--- src/rtl/poc_pkg.sv ---
package poc_pkg;

	localparam int unsigned ADDR_W    = 8;
	localparam int unsigned DATA_W    = 8;
	localparam int unsigned NUM_CH    = 3;
	localparam int unsigned OFS_W     = 10;
	localparam int unsigned LT_W      = 14;
	localparam int unsigned PH_W      = 6;
	localparam int unsigned LINE_W    = 12;
	localparam int unsigned SMP_W     = 10;

	// Register offsets
	localparam logic [7:0] A_RED_OFS_HI   = 8'h18;
	localparam logic [7:0] A_RED_OFS_LO   = 8'h19;
	localparam logic [7:0] A_GRN_OFS_HI   = 8'h1a;
	localparam logic [7:0] A_GRN_OFS_LO   = 8'h1b;
	localparam logic [7:0] A_BLU_OFS_HI   = 8'h1c;
	localparam logic [7:0] A_BLU_OFS_LO   = 8'h1d;
	localparam logic [7:0] A_LT_HI        = 8'h1e;
	localparam logic [7:0] A_LT_LO        = 8'h1f;
	localparam logic [7:0] A_PHASE        = 8'h20;
	localparam logic [7:0] A_COAST_BEFORE = 8'h21;
	localparam logic [7:0] A_COAST_AFTER  = 8'h22;
	localparam logic [7:0] A_PLL_OPT      = 8'h23;
	localparam logic [7:0] A_RST_HI       = 8'h24;
	localparam logic [7:0] A_RST_LO       = 8'h25;
	localparam logic [7:0] A_CLAMP_W      = 8'h26;
	localparam logic [7:0] A_COMP_CFG     = 8'h27;

	// Reset values
	localparam logic [7:0] R_OFS_HI       = 8'h80;
	localparam logic [7:0] R_OFS_LO       = 8'h00;
	localparam logic [7:0] R_LT_HI        = 8'h06;
	localparam logic [7:0] R_LT_LO        = 8'h98;
	localparam logic [7:0] R_PHASE        = 8'h00;
	localparam logic [7:0] R_COAST        = 8'h04;
	localparam logic [7:0] R_PLL_OPT      = 8'h00;
	localparam logic [7:0] R_RST_HI       = 8'h00;
	localparam logic [7:0] R_RST_LO       = 8'h02;
	localparam logic [7:0] R_CLAMP_W      = 8'h10;
	localparam logic [7:0] R_COMP_CFG     = 8'h40;

	// Field layout
	localparam int unsigned OFS_LO_MSB    = 7;
	localparam int unsigned OFS_LO_LSB    = 6;
	localparam int unsigned HI6_MSB       = 5;
	localparam int unsigned OPT_LOCK_LEAD = 0;
	localparam int unsigned OPT_INV_EN    = 1;
	localparam int unsigned OPT_EXT_COAST = 2;
	localparam int unsigned OPT_COAST_POL = 3;
	localparam int unsigned OPT_EXT_CLK   = 4;
	localparam int unsigned OPT_MSB       = 4;
	localparam int unsigned CFG_COMP_OFF  = 0;

	// Offset word value meaning zero offset / mid DAC
	localparam logic [OFS_W-1:0] OFS_MID  = 10'h200;
	localparam logic [SMP_W-1:0] SMP_MAX  = 10'h3ff;

	typedef enum logic [1:0] {
		POC_IDLE  = 2'b00,
		POC_WAIT  = 2'b01,
		POC_CLAMP = 2'b10
	} poc_clamp_e;

endpackage

--- src/rtl/poc_ctrl.sv ---
// How it works
// - Low offset registers hold offset word bits 1:0 in bits 7:6.
// - Compensation off: upper offset byte drives each channel's DAC.
// - Compensation on: offset word becomes a digital sample offset.
// - 0x80 with zero low bits is mid DAC or zero digital offset.
// - Line total is 14 bits; PLL takes it only on low byte write.
// - Six-bit phase moves sample point by 1/64 pixel per step.
// - Internal coast starts the programmed lines before vsync once a frame length is learned.
// - Internal coast lasts the programmed lines after vsync ends.
// - Lock edge bit: clear trailing hsync edge, set leading edge.
// - Clock invert enable: clear ignores the invert pin, set obeys.
// - Coast source bit: clear internal coast, set external input.
// - External coast polarity: clear active high, set active low.
// - Pixel clock bit: clear internal PLL, set external clock pin.
// - Restore and black level start at 14-bit pixel after hsync.
// - Clamp width only shapes the DC restore clamp.
// - Clamp width zero never connects the clamp DAC.
// - Disable bit: clear digital offset, set DACs with same delay.
//
// Strobed register access was decided locally.
`timescale 1ns/1ps
`default_nettype none

module poc_ctrl
	import poc_pkg::*;
(
	input  wire logic                         clk_sys,
	input  wire logic                         rst_n,
	input  wire logic [ADDR_W-1:0]            reg_addr,
	input  wire logic [DATA_W-1:0]            reg_wdata,
	input  wire logic                         reg_wr,
	input  wire logic                         reg_rd,
	output logic      [DATA_W-1:0]            reg_rdata,
	input  wire logic                         hsync,
	input  wire logic                         raw_hsync,
	input  wire logic                         vsync,
	input  wire logic                         ext_coast_in,
	input  wire logic                         clock_invert_input,
	input  wire logic                         dpll_pixel_tick,
	input  wire logic                         external_pixel_clock_input,
	input  wire logic [NUM_CH-1:0][SMP_W-1:0] sample_in,
	input  wire logic                         sample_in_valid,
	output logic      [NUM_CH-1:0][SMP_W-1:0] sample_out,
	output logic                              sample_out_valid,
	output logic      [NUM_CH-1:0][7:0]       dac_offset,
	output logic      [LT_W-1:0]              pll_line_total,
	output logic      [PH_W-1:0]              pll_phase,
	output logic                              pll_lock_pulse,
	output logic                              pll_coast,
	output logic                              pixel_clock_invert,
	output logic                              pixel_clock_external,
	output logic                              pixel_tick,
	output logic                              blc_start_pulse,
	output logic                              clamp_connect
);

	logic [NUM_CH-1:0][7:0] ofs_hi_q;
	logic [NUM_CH-1:0][1:0] ofs_lo_q;
	logic [HI6_MSB:0]       lt_hi_q;
	logic [LT_W-1:0]        lt_q;
	logic [PH_W-1:0]        phase_q;
	logic [7:0]             coast_before_q;
	logic [7:0]             coast_after_q;
	logic [OPT_MSB:0]       opt_q;
	logic [HI6_MSB:0]       rst_hi_q;
	logic [7:0]             rst_lo_q;
	logic [7:0]             clamp_w_q;
	logic [7:0]             cfg_q;
	logic [DATA_W-1:0]      rdata_q;
	logic                   comp_on;

	assign comp_on = ~cfg_q[CFG_COMP_OFF];

	// Offset word index decode: returns channel for a high/low address
	function automatic logic [1:0] ofs_chan(input logic [ADDR_W-1:0] a);
		logic [ADDR_W-1:0] d;
		d = a - A_RED_OFS_HI;
		return d[2:1];
	endfunction

	function automatic logic is_ofs(input logic [ADDR_W-1:0] a);
		return (a >= A_RED_OFS_HI) && (a <= A_BLU_OFS_LO);
	endfunction

	// Offset registers
	always_ff @(posedge clk_sys or negedge rst_n) begin
		if (!rst_n) begin
			for (int i = 0; i < NUM_CH; i++) begin
				ofs_hi_q[i] <= R_OFS_HI;
				ofs_lo_q[i] <= R_OFS_LO[OFS_LO_MSB:OFS_LO_LSB];
			end
		end else if (reg_wr && is_ofs(reg_addr)) begin
			if (reg_addr[0] == A_RED_OFS_HI[0]) begin
				ofs_hi_q[ofs_chan(reg_addr)] <= reg_wdata;
			end else begin
				ofs_lo_q[ofs_chan(reg_addr)] <=
					reg_wdata[OFS_LO_MSB:OFS_LO_LSB];
			end
		end
	end

	// Line total: staged high byte, PLL value moves on low write only
	always_ff @(posedge clk_sys or negedge rst_n) begin
		if (!rst_n) begin
			lt_hi_q <= R_LT_HI[HI6_MSB:0];
			lt_q    <= {R_LT_HI[HI6_MSB:0], R_LT_LO};
		end else if (reg_wr) begin
			if (reg_addr == A_LT_HI) begin
				lt_hi_q <= reg_wdata[HI6_MSB:0];
			end
			if (reg_addr == A_LT_LO) begin
				lt_q <= {lt_hi_q, reg_wdata};
			end
		end
	end

	// Remaining plain control registers
	always_ff @(posedge clk_sys or negedge rst_n) begin
		if (!rst_n) begin
			phase_q        <= R_PHASE[PH_W-1:0];
			coast_before_q <= R_COAST;
			coast_after_q  <= R_COAST;
			opt_q          <= R_PLL_OPT[OPT_MSB:0];
			rst_hi_q       <= R_RST_HI[HI6_MSB:0];
			rst_lo_q       <= R_RST_LO;
			clamp_w_q      <= R_CLAMP_W;
			cfg_q          <= R_COMP_CFG;
		end else if (reg_wr) begin
			unique case (reg_addr)
				A_PHASE:        phase_q        <= reg_wdata[PH_W-1:0];
				A_COAST_BEFORE: coast_before_q <= reg_wdata;
				A_COAST_AFTER:  coast_after_q  <= reg_wdata;
				A_PLL_OPT:      opt_q          <= reg_wdata[OPT_MSB:0];
				A_RST_HI:       rst_hi_q       <= reg_wdata[HI6_MSB:0];
				A_RST_LO:       rst_lo_q       <= reg_wdata;
				A_CLAMP_W:      clamp_w_q      <= reg_wdata;
				A_COMP_CFG:     cfg_q          <= reg_wdata;
				default: ;
			endcase
		end
	end

	// Read path; unmapped addresses and bits outside narrow fields read as zero; A_COMP_CFG reads back all eight bits
	always_ff @(posedge clk_sys or negedge rst_n) begin
		if (!rst_n) begin
			rdata_q <= '0;
		end else if (reg_rd) begin
			rdata_q <= '0;
			if (is_ofs(reg_addr)) begin
				if (reg_addr[0] == A_RED_OFS_HI[0]) begin
					rdata_q <= ofs_hi_q[ofs_chan(reg_addr)];
				end else begin
					rdata_q[OFS_LO_MSB:OFS_LO_LSB] <=
						ofs_lo_q[ofs_chan(reg_addr)];
				end
			end else begin
				unique case (reg_addr)
					A_LT_HI:        rdata_q <= {2'h0, lt_hi_q};
					A_LT_LO:        rdata_q <= lt_q[7:0];
					A_PHASE:        rdata_q <= {2'h0, phase_q};
					A_COAST_BEFORE: rdata_q <= coast_before_q;
					A_COAST_AFTER:  rdata_q <= coast_after_q;
					A_PLL_OPT:      rdata_q <= {3'h0, opt_q};
					A_RST_HI:       rdata_q <= {2'h0, rst_hi_q};
					A_RST_LO:       rdata_q <= rst_lo_q;
					A_CLAMP_W:      rdata_q <= clamp_w_q;
					A_COMP_CFG:     rdata_q <= cfg_q;
					default:        rdata_q <= '0;
				endcase
			end
		end
	end

	assign reg_rdata = rdata_q;

	// Offset path per channel; both modes share one register stage
	for (genvar c = 0; c < NUM_CH; c++) begin : g_ch
		logic [OFS_W-1:0]  word;
		logic signed [11:0] sum;
		assign word = {ofs_hi_q[c], ofs_lo_q[c]};
		// 0x200 is zero offset, so the word is excess-512 signed
		assign sum = $signed({2'b00, sample_in[c]})
			+ $signed({2'b00, word}) - $signed({2'b00, OFS_MID});

		always_ff @(posedge clk_sys or negedge rst_n) begin
			if (!rst_n) begin
				dac_offset[c] <= R_OFS_HI;
				sample_out[c] <= '0;
			end else begin
				// Mid DAC while the digital adder does the work
				dac_offset[c] <= comp_on ? R_OFS_HI : ofs_hi_q[c];
				if (sample_in_valid) begin
					if (!comp_on) begin
						sample_out[c] <= sample_in[c];
					end else if (sum < 0) begin
						sample_out[c] <= '0;
					end else if (sum > $signed({2'b00, SMP_MAX})) begin
						sample_out[c] <= SMP_MAX;
					end else begin
						sample_out[c] <= sum[SMP_W-1:0];
					end
				end
			end
		end
	end

	always_ff @(posedge clk_sys or negedge rst_n) begin
		if (!rst_n) begin
			sample_out_valid <= 1'b0;
		end else begin
			sample_out_valid <= sample_in_valid;
		end
	end

	// PLL settings
	assign pll_line_total       = lt_q;
	assign pll_phase            = phase_q;
	assign pixel_clock_external = opt_q[OPT_EXT_CLK];
	assign pixel_clock_invert   = opt_q[OPT_INV_EN]
		& clock_invert_input;
	assign pixel_tick = opt_q[OPT_EXT_CLK]
		? external_pixel_clock_input : dpll_pixel_tick;

	// Sync edge detection
	logic hs_q;
	logic raw_hs_q;
	logic vs_q;
	logic hs_lead;
	logic hs_trail;
	logic raw_trail;
	logic vs_rise;
	logic vs_fall;
	logic line_tick;

	always_ff @(posedge clk_sys or negedge rst_n) begin
		if (!rst_n) begin
			hs_q     <= 1'b0;
			raw_hs_q <= 1'b0;
			vs_q     <= 1'b0;
		end else begin
			hs_q     <= hsync;
			raw_hs_q <= raw_hsync;
			vs_q     <= vsync;
		end
	end

	assign hs_lead   = hsync & ~hs_q;
	assign hs_trail  = ~hsync & hs_q;
	assign raw_trail = ~raw_hsync & raw_hs_q;
	assign vs_rise   = vsync & ~vs_q;
	assign vs_fall   = ~vsync & vs_q;
	assign line_tick = opt_q[OPT_LOCK_LEAD] ? hs_lead : hs_trail;

	always_ff @(posedge clk_sys or negedge rst_n) begin
		if (!rst_n) begin
			pll_lock_pulse <= 1'b0;
		end else begin
			pll_lock_pulse <= line_tick;
		end
	end

	// Internal coast: pre-coast predicted from last frame's line count
	logic [LINE_W-1:0] line_cnt_q;
	logic [LINE_W-1:0] frame_lines_q;
	logic [7:0]        post_cnt_q;
	logic [LINE_W:0]   pre_mark;
	logic              pre_act;
	logic              int_coast;
	logic              ext_coast;

	always_ff @(posedge clk_sys or negedge rst_n) begin
		if (!rst_n) begin
			line_cnt_q    <= '0;
			frame_lines_q <= '0;
		end else if (vs_rise) begin
			frame_lines_q <= line_cnt_q;
			line_cnt_q    <= '0;
		end else if (line_tick && (line_cnt_q != '1)) begin
			line_cnt_q <= line_cnt_q + 1'b1;
		end
	end

	always_ff @(posedge clk_sys or negedge rst_n) begin
		if (!rst_n) begin
			post_cnt_q <= '0;
		end else if (vs_fall) begin
			post_cnt_q <= coast_after_q;
		end else if (line_tick && (post_cnt_q != '0)) begin
			post_cnt_q <= post_cnt_q - 1'b1;
		end
	end

	// First frame has no line count yet, so no pre-coast until learned
	assign pre_mark = {1'b0, line_cnt_q}
		+ {{(LINE_W-7){1'b0}}, coast_before_q};
	assign pre_act  = (frame_lines_q != '0)
		&& (pre_mark >= {1'b0, frame_lines_q});
	assign int_coast = vsync | pre_act | (post_cnt_q != '0);
	assign ext_coast = ext_coast_in ^ opt_q[OPT_COAST_POL];

	always_ff @(posedge clk_sys or negedge rst_n) begin
		if (!rst_n) begin
			pll_coast <= 1'b0;
		end else begin
			pll_coast <= opt_q[OPT_EXT_COAST] ? ext_coast : int_coast;
		end
	end

	// DC restore clamp and black level window, counted in pixels
	poc_clamp_e        st_q;
	logic [LT_W-1:0]   pix_cnt_q;
	logic [7:0]        clamp_cnt_q;
	logic [LT_W-1:0]   restore_start;

	assign restore_start = {rst_hi_q, rst_lo_q};

	always_ff @(posedge clk_sys or negedge rst_n) begin
		if (!rst_n) begin
			st_q            <= POC_IDLE;
			pix_cnt_q       <= '0;
			clamp_cnt_q     <= '0;
			blc_start_pulse <= 1'b0;
		end else begin
			blc_start_pulse <= 1'b0;
			if (raw_trail) begin
				st_q      <= POC_WAIT;
				pix_cnt_q <= '0;
			end else begin
				unique case (st_q)
					POC_IDLE: ;
					POC_WAIT: begin
						if (pixel_tick) begin
							if (pix_cnt_q == restore_start) begin
								blc_start_pulse <= 1'b1;
								clamp_cnt_q     <= clamp_w_q;
								st_q <= (clamp_w_q == '0)
									? POC_IDLE : POC_CLAMP;
							end else begin
								pix_cnt_q <= pix_cnt_q + 1'b1;
							end
						end
					end
					POC_CLAMP: begin
						if (pixel_tick) begin
							clamp_cnt_q <= clamp_cnt_q - 1'b1;
							if (clamp_cnt_q == 8'h01) begin
								st_q <= POC_IDLE;
							end
						end
					end
					default: st_q <= POC_IDLE;
				endcase
			end
		end
	end

	assign clamp_connect = (st_q == POC_CLAMP);

endmodule

`default_nettype wire

--- config.mk ---
export PLATFORM = sky130hd
export DESIGN_NAME = poc_ctrl
export DESIGN_NICKNAME = d
export VERILOG_FILES = /design/src/rtl/poc_pkg.sv /design/src/rtl/poc_ctrl.sv
export SDC_FILE = /design/constraint.sdc
export NUM_CORES = 1
export LEC_CHECK = 0
export ABC_AREA = 1
export BUFFER_PORTS_ARGS = -buffer_cell sky130_fd_sc_hd__buf_4
export CORE_UTILIZATION = 31
export CTS_CLUSTER_DIAMETER = 150
export DETAILED_ROUTE_END_ITERATION = 8
export GPL_TIMING_DRIVEN = 1
export PLACE_DENSITY = 0.52
export SLEW_MARGIN = 0
export SYNTH_ARGS = -nofsm -noshare
export SYNTH_HDL_FRONTEND = slang
export SYNTH_SLANG_ARGS = --single-unit
--- constraint.sdc ---
create_clock -name clk_sys -period 3.03 [get_ports clk_sys]
set_input_delay 0.303 -clock clk_sys [delete_from_list [all_inputs] [get_ports clk_sys]]
set_output_delay 0.303 -clock clk_sys [all_outputs]
set_load 0.1 [all_outputs]
==> results of run 1 <==
## cell usage after synthesis (4+ instances only)
master,n
nand2_1,456
dfrtp_1,214
inv_1,192
nor2_1,161
o21ai_0,142
a21oi_1,94
ha_1,83
nand3_1,76
xor2_1,34
clkbuf_1,30
nand4_1,27
nor3_1,25
xnor2_1,23
o21ai_1,21
o21ai_2,20
dfstp_2,18
o22ai_1,13
buf_6,10
inv_2,7
o21a_1,7
buf_2,6
nand2_2,6
nand2_4,6
nor4_1,6
a31oi_1,5
o2111ai_1,5
fa_1,4
nand3b_1,4
o221ai_1,4
## cell type report
type / count / area, um^2
Fill cell: 4569 / 26830
Multi-Input combinational cell: 1250 / 6775
Clock inverter: 9 / 128.9
Clock buffer: 44 / 842.1
Tap cell: 585 / 732.0
Inverter: 203 / 764.5
Timing Repair Buffer: 174 / 1369
Sequential cell: 232 / 5829
## power groups by stage
stage | registers, mW | clock network (mW) | logic, mW
after floorplan | 4.21 | 0 | 1.31
after global placement | 3.71 | 0 | 2.48
after detailed placement | 3.71 | 0 | 2.49
after CTS | 3.66 | 3.65 | 2.52
after global routing | 3.69 | 3.77 | 2.76
final | 3.66 | 3.55 | 2.50
## through the flow
stage | cells | setup slack [ns] | cell area [um^2] | hold slack (ns) | total power [mW]
4_1_cts | 2495 | 0.1579 | 16410 | 0.02404 | 9.830
3_3_place_gp | 2430 | 0.2456 | 15320 | 0.3713 | 6.188
3_5_place_dp | 2430 | 0.1687 | 15320 | 0.3644 | 6.204
6_report | 2497 | 0.1885 | 16440 | 0.04821 | 9.708
5_1_grt | 2497 | -0.01598 | 16440 | 0.04788 | 10.23
2_1_floorplan | 1734 | 0.4882 | 13630 | 0.007409 | 5.527
## routing by layer
layer	up-vias	track usage, %	part of all wire (%)
met5	-	0	0
met4	0	4.823	2.0
met3	50	2.359	4.7
met2	247	30.39	46
met1	5605	26.74	48
li1	5989	-	-
## logic make-up after synthesis
family	after synthesis
AO/OA/AOI/OAI	323
XOR/XNOR	57
adder cells (fa/ha/maj)	87
buffers and inverters	252
flip-flops	232
AND/OR/NAND/NOR	783
## repair_timing
item | CTS | global route
hold buffers | 12 | 0
gates resized for setup | 0 | 4
endpoints found under the setup margin | 0 | 1
buffers inserted | 0 | 2
hold endpoints to repair | 90 | 0
## registers in the layout, summed over array words and instances (netlist names), 12 cells and up
| signal | count |
|---|---|
| g_ch.word | 30 |
| pix_cnt_q | 14 |
| frame_lines_q | 12 |
| dac_offset | 24 |
| sample_out | 30 |
| pll_line_total | 14 |
| line_cnt_q | 12 |
## how the worst max path moves through the flow
stage                     slack (ns)  cells past startpoint                          start             endpoint
after floorplan                 0.49                     17  coast_before_q[2]$_DFFE_PN1P_  pll_coast$_DFF_PN0_
after global placement          0.25                     19  coast_before_q[0]$_DFFE_PN0P_  pll_coast$_DFF_PN0_
after detailed placement        0.17                     19  coast_before_q[0]$_DFFE_PN0P_  pll_coast$_DFF_PN0_
after CTS                       0.16                     19  coast_before_q[0]$_DFFE_PN0P_  pll_coast$_DFF_PN0_
after global routing           -0.02                     17  coast_before_q[2]$_DFFE_PN1P_  pll_coast$_DFF_PN0_
final                           0.19                     17  coast_before_q[2]$_DFFE_PN1P_  pll_coast$_DFF_PN0_
## tightest hold or removal path: stages
cell     delay [ns]
buf_4          0.09
a21oi_1        0.06
a21oi_1        0.12
==> impl_metrics.py, run 1 <==
metrics = {
    "power": {
        "pwr-share-seq_pct": 37.7,
        "combPwrFrac_pct": 25.8,
        "power_switching_mw": 3.415,
        "sw_frac_of_total_pct": 35.18,
        "leakage_nw": 8.130,
        "pwr-share-clk_pct": 36.6,
        "p_int_mw": 6.293,
        "p_per_area_mw_per_mm2": 590.5,
        "vdd_drop_max_v": 0.0003694,
    },
    "floorplan": {
        "coreArea_mm2": 0.04327,
        "initial_core_util_pct": 31.50,
        "fp.dieArea_mm2": 0.04481,
        "rows": 76,
        "ioPinCount": 148,
        "die_w_um": 211.7,
        "chipHeight_um": 211.7,
    },
    "critical_path": {
        "required_ns": 3.52,
        "r2r-start": "coast_before_q[2]$_DFFE_PN1P_",
        "critPathKind": "flop to flop",
        "worstReg2RegEnd": "pll_coast$_DFF_PN0_",
        "crit_slowest_cell": "dfstp_2",
        "critPathCaptureType": "flop",
        "critical_path.max_stage_delay_ns": 0.55,
        "crit_chain": "ha_1 -> a21oi_2 -> o21ai_1 -> a31oi_1 -> o21ai_0 -> xor2_1 -> ha_1 -> nand2_1 -> nor3_2 -> nand2_1 -> nand2_1 -> nand2_1 -> nand2_1 -> nand2_1 -> nand2_1 -> nand2_1 -> a21oi_1",
        "cp.buffers_inverters": 0,
        "cp_max_fo": 4,
        "critical_path.most_common_cell": "nand2_1",
        "ff2ff_path_depth": 17,
        "crit_family": "compound AO/OA/AOI/OAI gates",
        "r2r_slack_ns": 0.19,
        "start_kind": "flop",
        "cp_data_arrival_time_ns": 3.33,
    },
    "clocking": {
        "cts-root-buf": "clkbuf_16",
        "cts.sinks": 232,
        "cts_tree": "done",
        "clk_pin_slew_ns": 0.06,
        "cts_buffer_depth": 3,
        "cts_buffers": 29,
        "insertion_delay_ns": 0.57,
        "htreeDepth": 1,
    },
    "worst_hold_path": {
        "whs_path_depth": 3,
        "holdPathEnd": "sample_out[25]$_DFFE_PN0P_",
        "min_path_type": "input pin to flop",
        "min_from": "sample_in[25]",
    },
    "sta": {
        "fmax_mhz": 351.9,
        "maxSlewViolCount": 0,
        "tns_ns": 0,
        "worst_pin_slew_ns": 1.074,
        "skew_ns": 0.01593,
        "min_period_ns": 2.842,
        "hold_viol_final": 0,
        "setup_viol": 0,
        "relSlewSlack_pct": 28.29,
        "period_share_pct": 93.78,
    },
    "global_routing": {
        "grt_usage_pct": 18.89,
        "grt_pass1_wl_mm": 65.76,
        "grt_pass1_vias": 11680,
        "antenna_found_initial": 0,
        "grt_overflow": 0,
        "grt_max_degree": 90,
    },
    "layout": {
        "final_nets": 2035,
        "area_growth_pct": 20.62,
        "mostFrequentLayoutCells": "nand2_1, dfrtp_1, inv_1, nor2_1, buf_4",
        "final_util_pct": 38.00,
        "insertedDiodeCount": 0,
        "drive_gt1_share_pct": 14.75,
        "final_common_cell": "nand2_1",
    },
    "yosys": {
        "synthMuxAreaShare_pct": 0,
        "synth-simple-area-share_pct": 24.49,
        "synth_compound_area_share_pct": 13.26,
        "syn-num-nets": 1879,
        "synth_top_cell_by_area": "dfrtp_1",
        "netlist_area_mm2": 0.01363,
        "ys_seq_elements": 232,
        "avgSynthCellArea_um2": 7.861,
        "yosysWarnings": 0,
        "synth_area_leaders": "dfrtp_1, nand2_1, ha_1",
        "synth_fa_ha_area_share_pct": 8.206,
        "synth-async-reset-ratio_pct": 100.0,
        "ys_types": 50,
        "synth-edff-count": 0,
        "ys.flop_type": "dfrtp_1",
        "postSynthCellCount": 1734,
        "synth-seq-area-share_pct": 42.76,
        "netlist.area_leader.share_pct": 39.29,
        "synth_top_family_by_area": "simple AND/OR/NAND/NOR gates",
        "synth-xor-area-share_pct": 3.663,
    },
    "detailed_routing": {
        "ant_nets": 0,
        "drc": 0,
        "drt-vias-per-instance": 4.762,
        "drt_iter0_drc": 782,
        "dr.pass1.iters": 6,
        "wl_per_cell_um": 16.68,
        "wl_mm": 41.65,
        "vias": 11890,
    },
    "outcome": {
        "status": "finished, final reports clean",
    },
    "job": {
        "maxCapViolCount": 0,
    },
    "placement": {
        "gp_congestion": 0.8734,
        "dp_hpwl_mm": 31.34,
        "port_buffers": 147,
    },
}
(Power assumes the default switching activity.)
==> run 2: changes to the inputs <==
--- a/config.mk
+++ b/config.mk
@@ -7,11 +7,11 @@
 export LEC_CHECK = 0
 export ABC_AREA = 1
 export BUFFER_PORTS_ARGS = -buffer_cell sky130_fd_sc_hd__buf_4
-export CORE_UTILIZATION = 31
+export CORE_UTILIZATION = 55
 export CTS_CLUSTER_DIAMETER = 150
 export DETAILED_ROUTE_END_ITERATION = 8
 export GPL_TIMING_DRIVEN = 1
-export PLACE_DENSITY = 0.52
+export PLACE_DENSITY = 0.8
 export SLEW_MARGIN = 0
 export SYNTH_ARGS = -nofsm -noshare
 export SYNTH_HDL_FRONTEND = slang
==> impl_metrics.py, run 2 (synthesized netlist as in run 1, its figures left out) <==
metrics = {
    "critical_path": {
        "r2r-start": "coast_before_q[2]$_DFFE_PN1P_",
        "critical_path.max_stage_delay_ns": 0.54,
        "critPathKind": "flop to flop",
        "cp.buffers_inverters": 0,
        "cp_max_fo": 4,
        "crit_start": "coast_before_q[2]$_DFFE_PN1P_",
        "crit_slowest_cell": "dfstp_2",
        "cp_data_arrival_time_ns": 3.29,
        "crit_chain": "ha_1 -> a21oi_1 -> o21ai_0 -> a31oi_1 -> o21ai_0 -> xor2_1 -> ha_1 -> nand2_1 -> nor3_2 -> nand2_1 -> nand2_1 -> nand2_1 -> nand2_1 -> nand2_1 -> nand2_1 -> nand2_1 -> a21oi_1",
        "required_ns": 3.49,
        "critPathCaptureType": "flop",
        "start_kind": "flop",
        "crit_family": "compound AO/OA/AOI/OAI gates",
        "critical_path.most_common_cell": "nand2_1",
    },
    "clocking": {
        "insertion_delay_ns": 0.54,
        "clk_pin_slew_ns": 0.07,
        "cts-root-buf": "clkbuf_16",
        "cts.sinks": 232,
        "cts_tree": "done",
        "cts_buffer_depth": 3,
        "cts_buffers": 26,
        "htreeDepth": 1,
    },
    "worst_hold_path": {
        "min_from": "reg_wdata[6]",
        "min_path_type": "input pin to flop",
    },
    "global_routing": {
        "grt_pass1_wl_mm": 61.91,
        "grt_max_degree": 79,
        "grt_overflow": 0,
        "antenna_found_initial": 1,
        "grt_usage_pct": 30.10,
        "grt_pass1_vias": 12140,
    },
    "placement": {
        "dp_hpwl_mm": 27.78,
        "dp_cells": 2165,
        "gp_congestion": 0.9364,
        "port_buffers": 147,
        "place_area_mm2": 0.01495,
    },
    "detailed_routing": {
        "dr.pass1.iters": 6,
        "vias": 12370,
        "drt_iter0_drc": 1043,
        "ant_nets": 0,
        "drc": 0,
        "drt-vias-per-instance": 5.558,
        "wl_per_cell_um": 16.93,
        "wl_mm": 37.68,
    },
    "floorplan": {
        "ioPinCount": 148,
        "coreArea_mm2": 0.02432,
        "chipHeight_um": 159.4,
        "fp.dieArea_mm2": 0.02542,
        "rows": 57,
        "initial_core_util_pct": 56.05,
        "die_w_um": 159.4,
    },
    "sta": {
        "maxSlewViolCount": 0,
        "setup_viol": 0,
        "min_period_ns": 2.830,
        "worst_pin_slew_ns": 1.103,
        "timing.hold.ws_ns": 0.04146,
        "relSlewSlack_pct": 26.39,
        "period_share_pct": 93.39,
        "fmax_mhz": 353.4,
        "hold_viol_final": 0,
        "skew_ns": 0.01465,
    },
    "power": {
        "p_per_area_mw_per_mm2": 600.8,
        "vdd_drop_max_v": 0.0004283,
        "leakage_nw": 8.085,
    },
    "job": {
        "maxCapViolCount": 0,
    },
    "layout": {
        "fillers": 2060,
        "final_common_cell": "nand2_1",
        "drive_gt1_share_pct": 14.62,
        "finalInstanceArea_mm2": 0.01603,
        "mostFrequentLayoutCells": "nand2_1, dfrtp_1, inv_1, nor2_1, buf_4",
        "finalNonFillerCells": 2226,
        "area_growth_pct": 17.62,
        "final_nets": 2027,
    },
    "outcome": {
        "status": "finished, final reports clean",
    },
}
-- run 2: cell types whose count changed in the layout (fill, tap and decap cells not counted), sizes merged --
cell and delta:
diode +1, clkbuf -9, bufinv +2, clkinv +2, clkinvlp -1, dlygate4sd3 -1, buf -4
-- run 2: layout make-up --
class                           instances  area (um^2)  share of cell area (%)
Clock inverter                         12        202.7                   1.264
Clock buffer                           35        734.5                   4.581
Timing Repair Buffer                  169         1316                   8.210
Multi-Input combinational cell       1250         6777                   42.27
Tap cell                              324        405.4                   2.529
Inverter                              203        764.5                   4.769
Sequential cell                       232         5829                   36.36
Antenna cell                            1        2.502                 0.01561
-- run 2: path summary, 6_finish.rpt --
path,cells after the start,slack (ns),endpoint
max in group asynchronous,3,1.78,pll_line_total[4]$_DFFE_PN1P_
worst min register to register,2,0.49,g_ch[1].word[9]$_DFFE_PN1P_
worst max register to register,17,0.20,pll_coast$_DFF_PN0_
worst max-delay path,17,0.20,pll_coast$_DFF_PN0_
min in group asynchronous,2,0.32,sample_out[26]$_DFFE_PN0P_
worst min-delay path,3,0.04,pll_line_total[6]$_DFFE_PN0P_
-- run 2: power breakdown --
part,internal (mW),switching [mW],total [mW]
clock,2.13,1.33,3.45
sequential,3.39,0.275,3.66
combinational,0.743,1.77,2.52
-- run 2: what timing repair did --
action	4_1_cts	5_1_grt
setup endpoints to repair	0	1
resized for setup	0	5
buffers inserted	0	2
hold endpoints to repair	80	0
hold buffers	11	0
-- run 2: through the flow --
| stage | utilization [%] | power, mW | setup slack, ns | TNS, ns |
|---|---|---|---|---|
| floorplan | - | 5.527 | 0.4882 | 0 |
| finish | 65.92 | 9.632 | 0.2003 | 0 |
| detailed placement | 61.49 | 6.178 | 0.2522 | 0 |
| CTS | 65.80 | 9.637 | 0.2281 | 0 |
| global route | 65.92 | 10.03 | -0.02012 | -0.02012 |
| global placement | 61.49 | 6.111 | 0.2691 | 0 |
-- run 2: worst reg2reg max path, cell delays in order (launching register included) --
cell,delay [ns]
dfstp_2,0.54
ha_1,0.29
a21oi_1,0.20
o21ai_0,0.18
a31oi_1,0.25
o21ai_0,0.12
xor2_1,0.16
ha_1,0.28
nand2_1,0.08
nor3_2,0.19
nand2_1,0.08
nand2_1,0.05
nand2_1,0.04
nand2_1,0.05
nand2_1,0.04
nand2_1,0.05
nand2_1,0.05
a21oi_1,0.12
-- run 2: routing by layer --
metal	GRT usage, %	up-vias	part of all wire, %
met5	0	-	0
met4	10.14	0	3.2
met3	3.933	92	6.3
met2	48.66	443	46
met1	41.91	5869	44
li1	-	5967	-
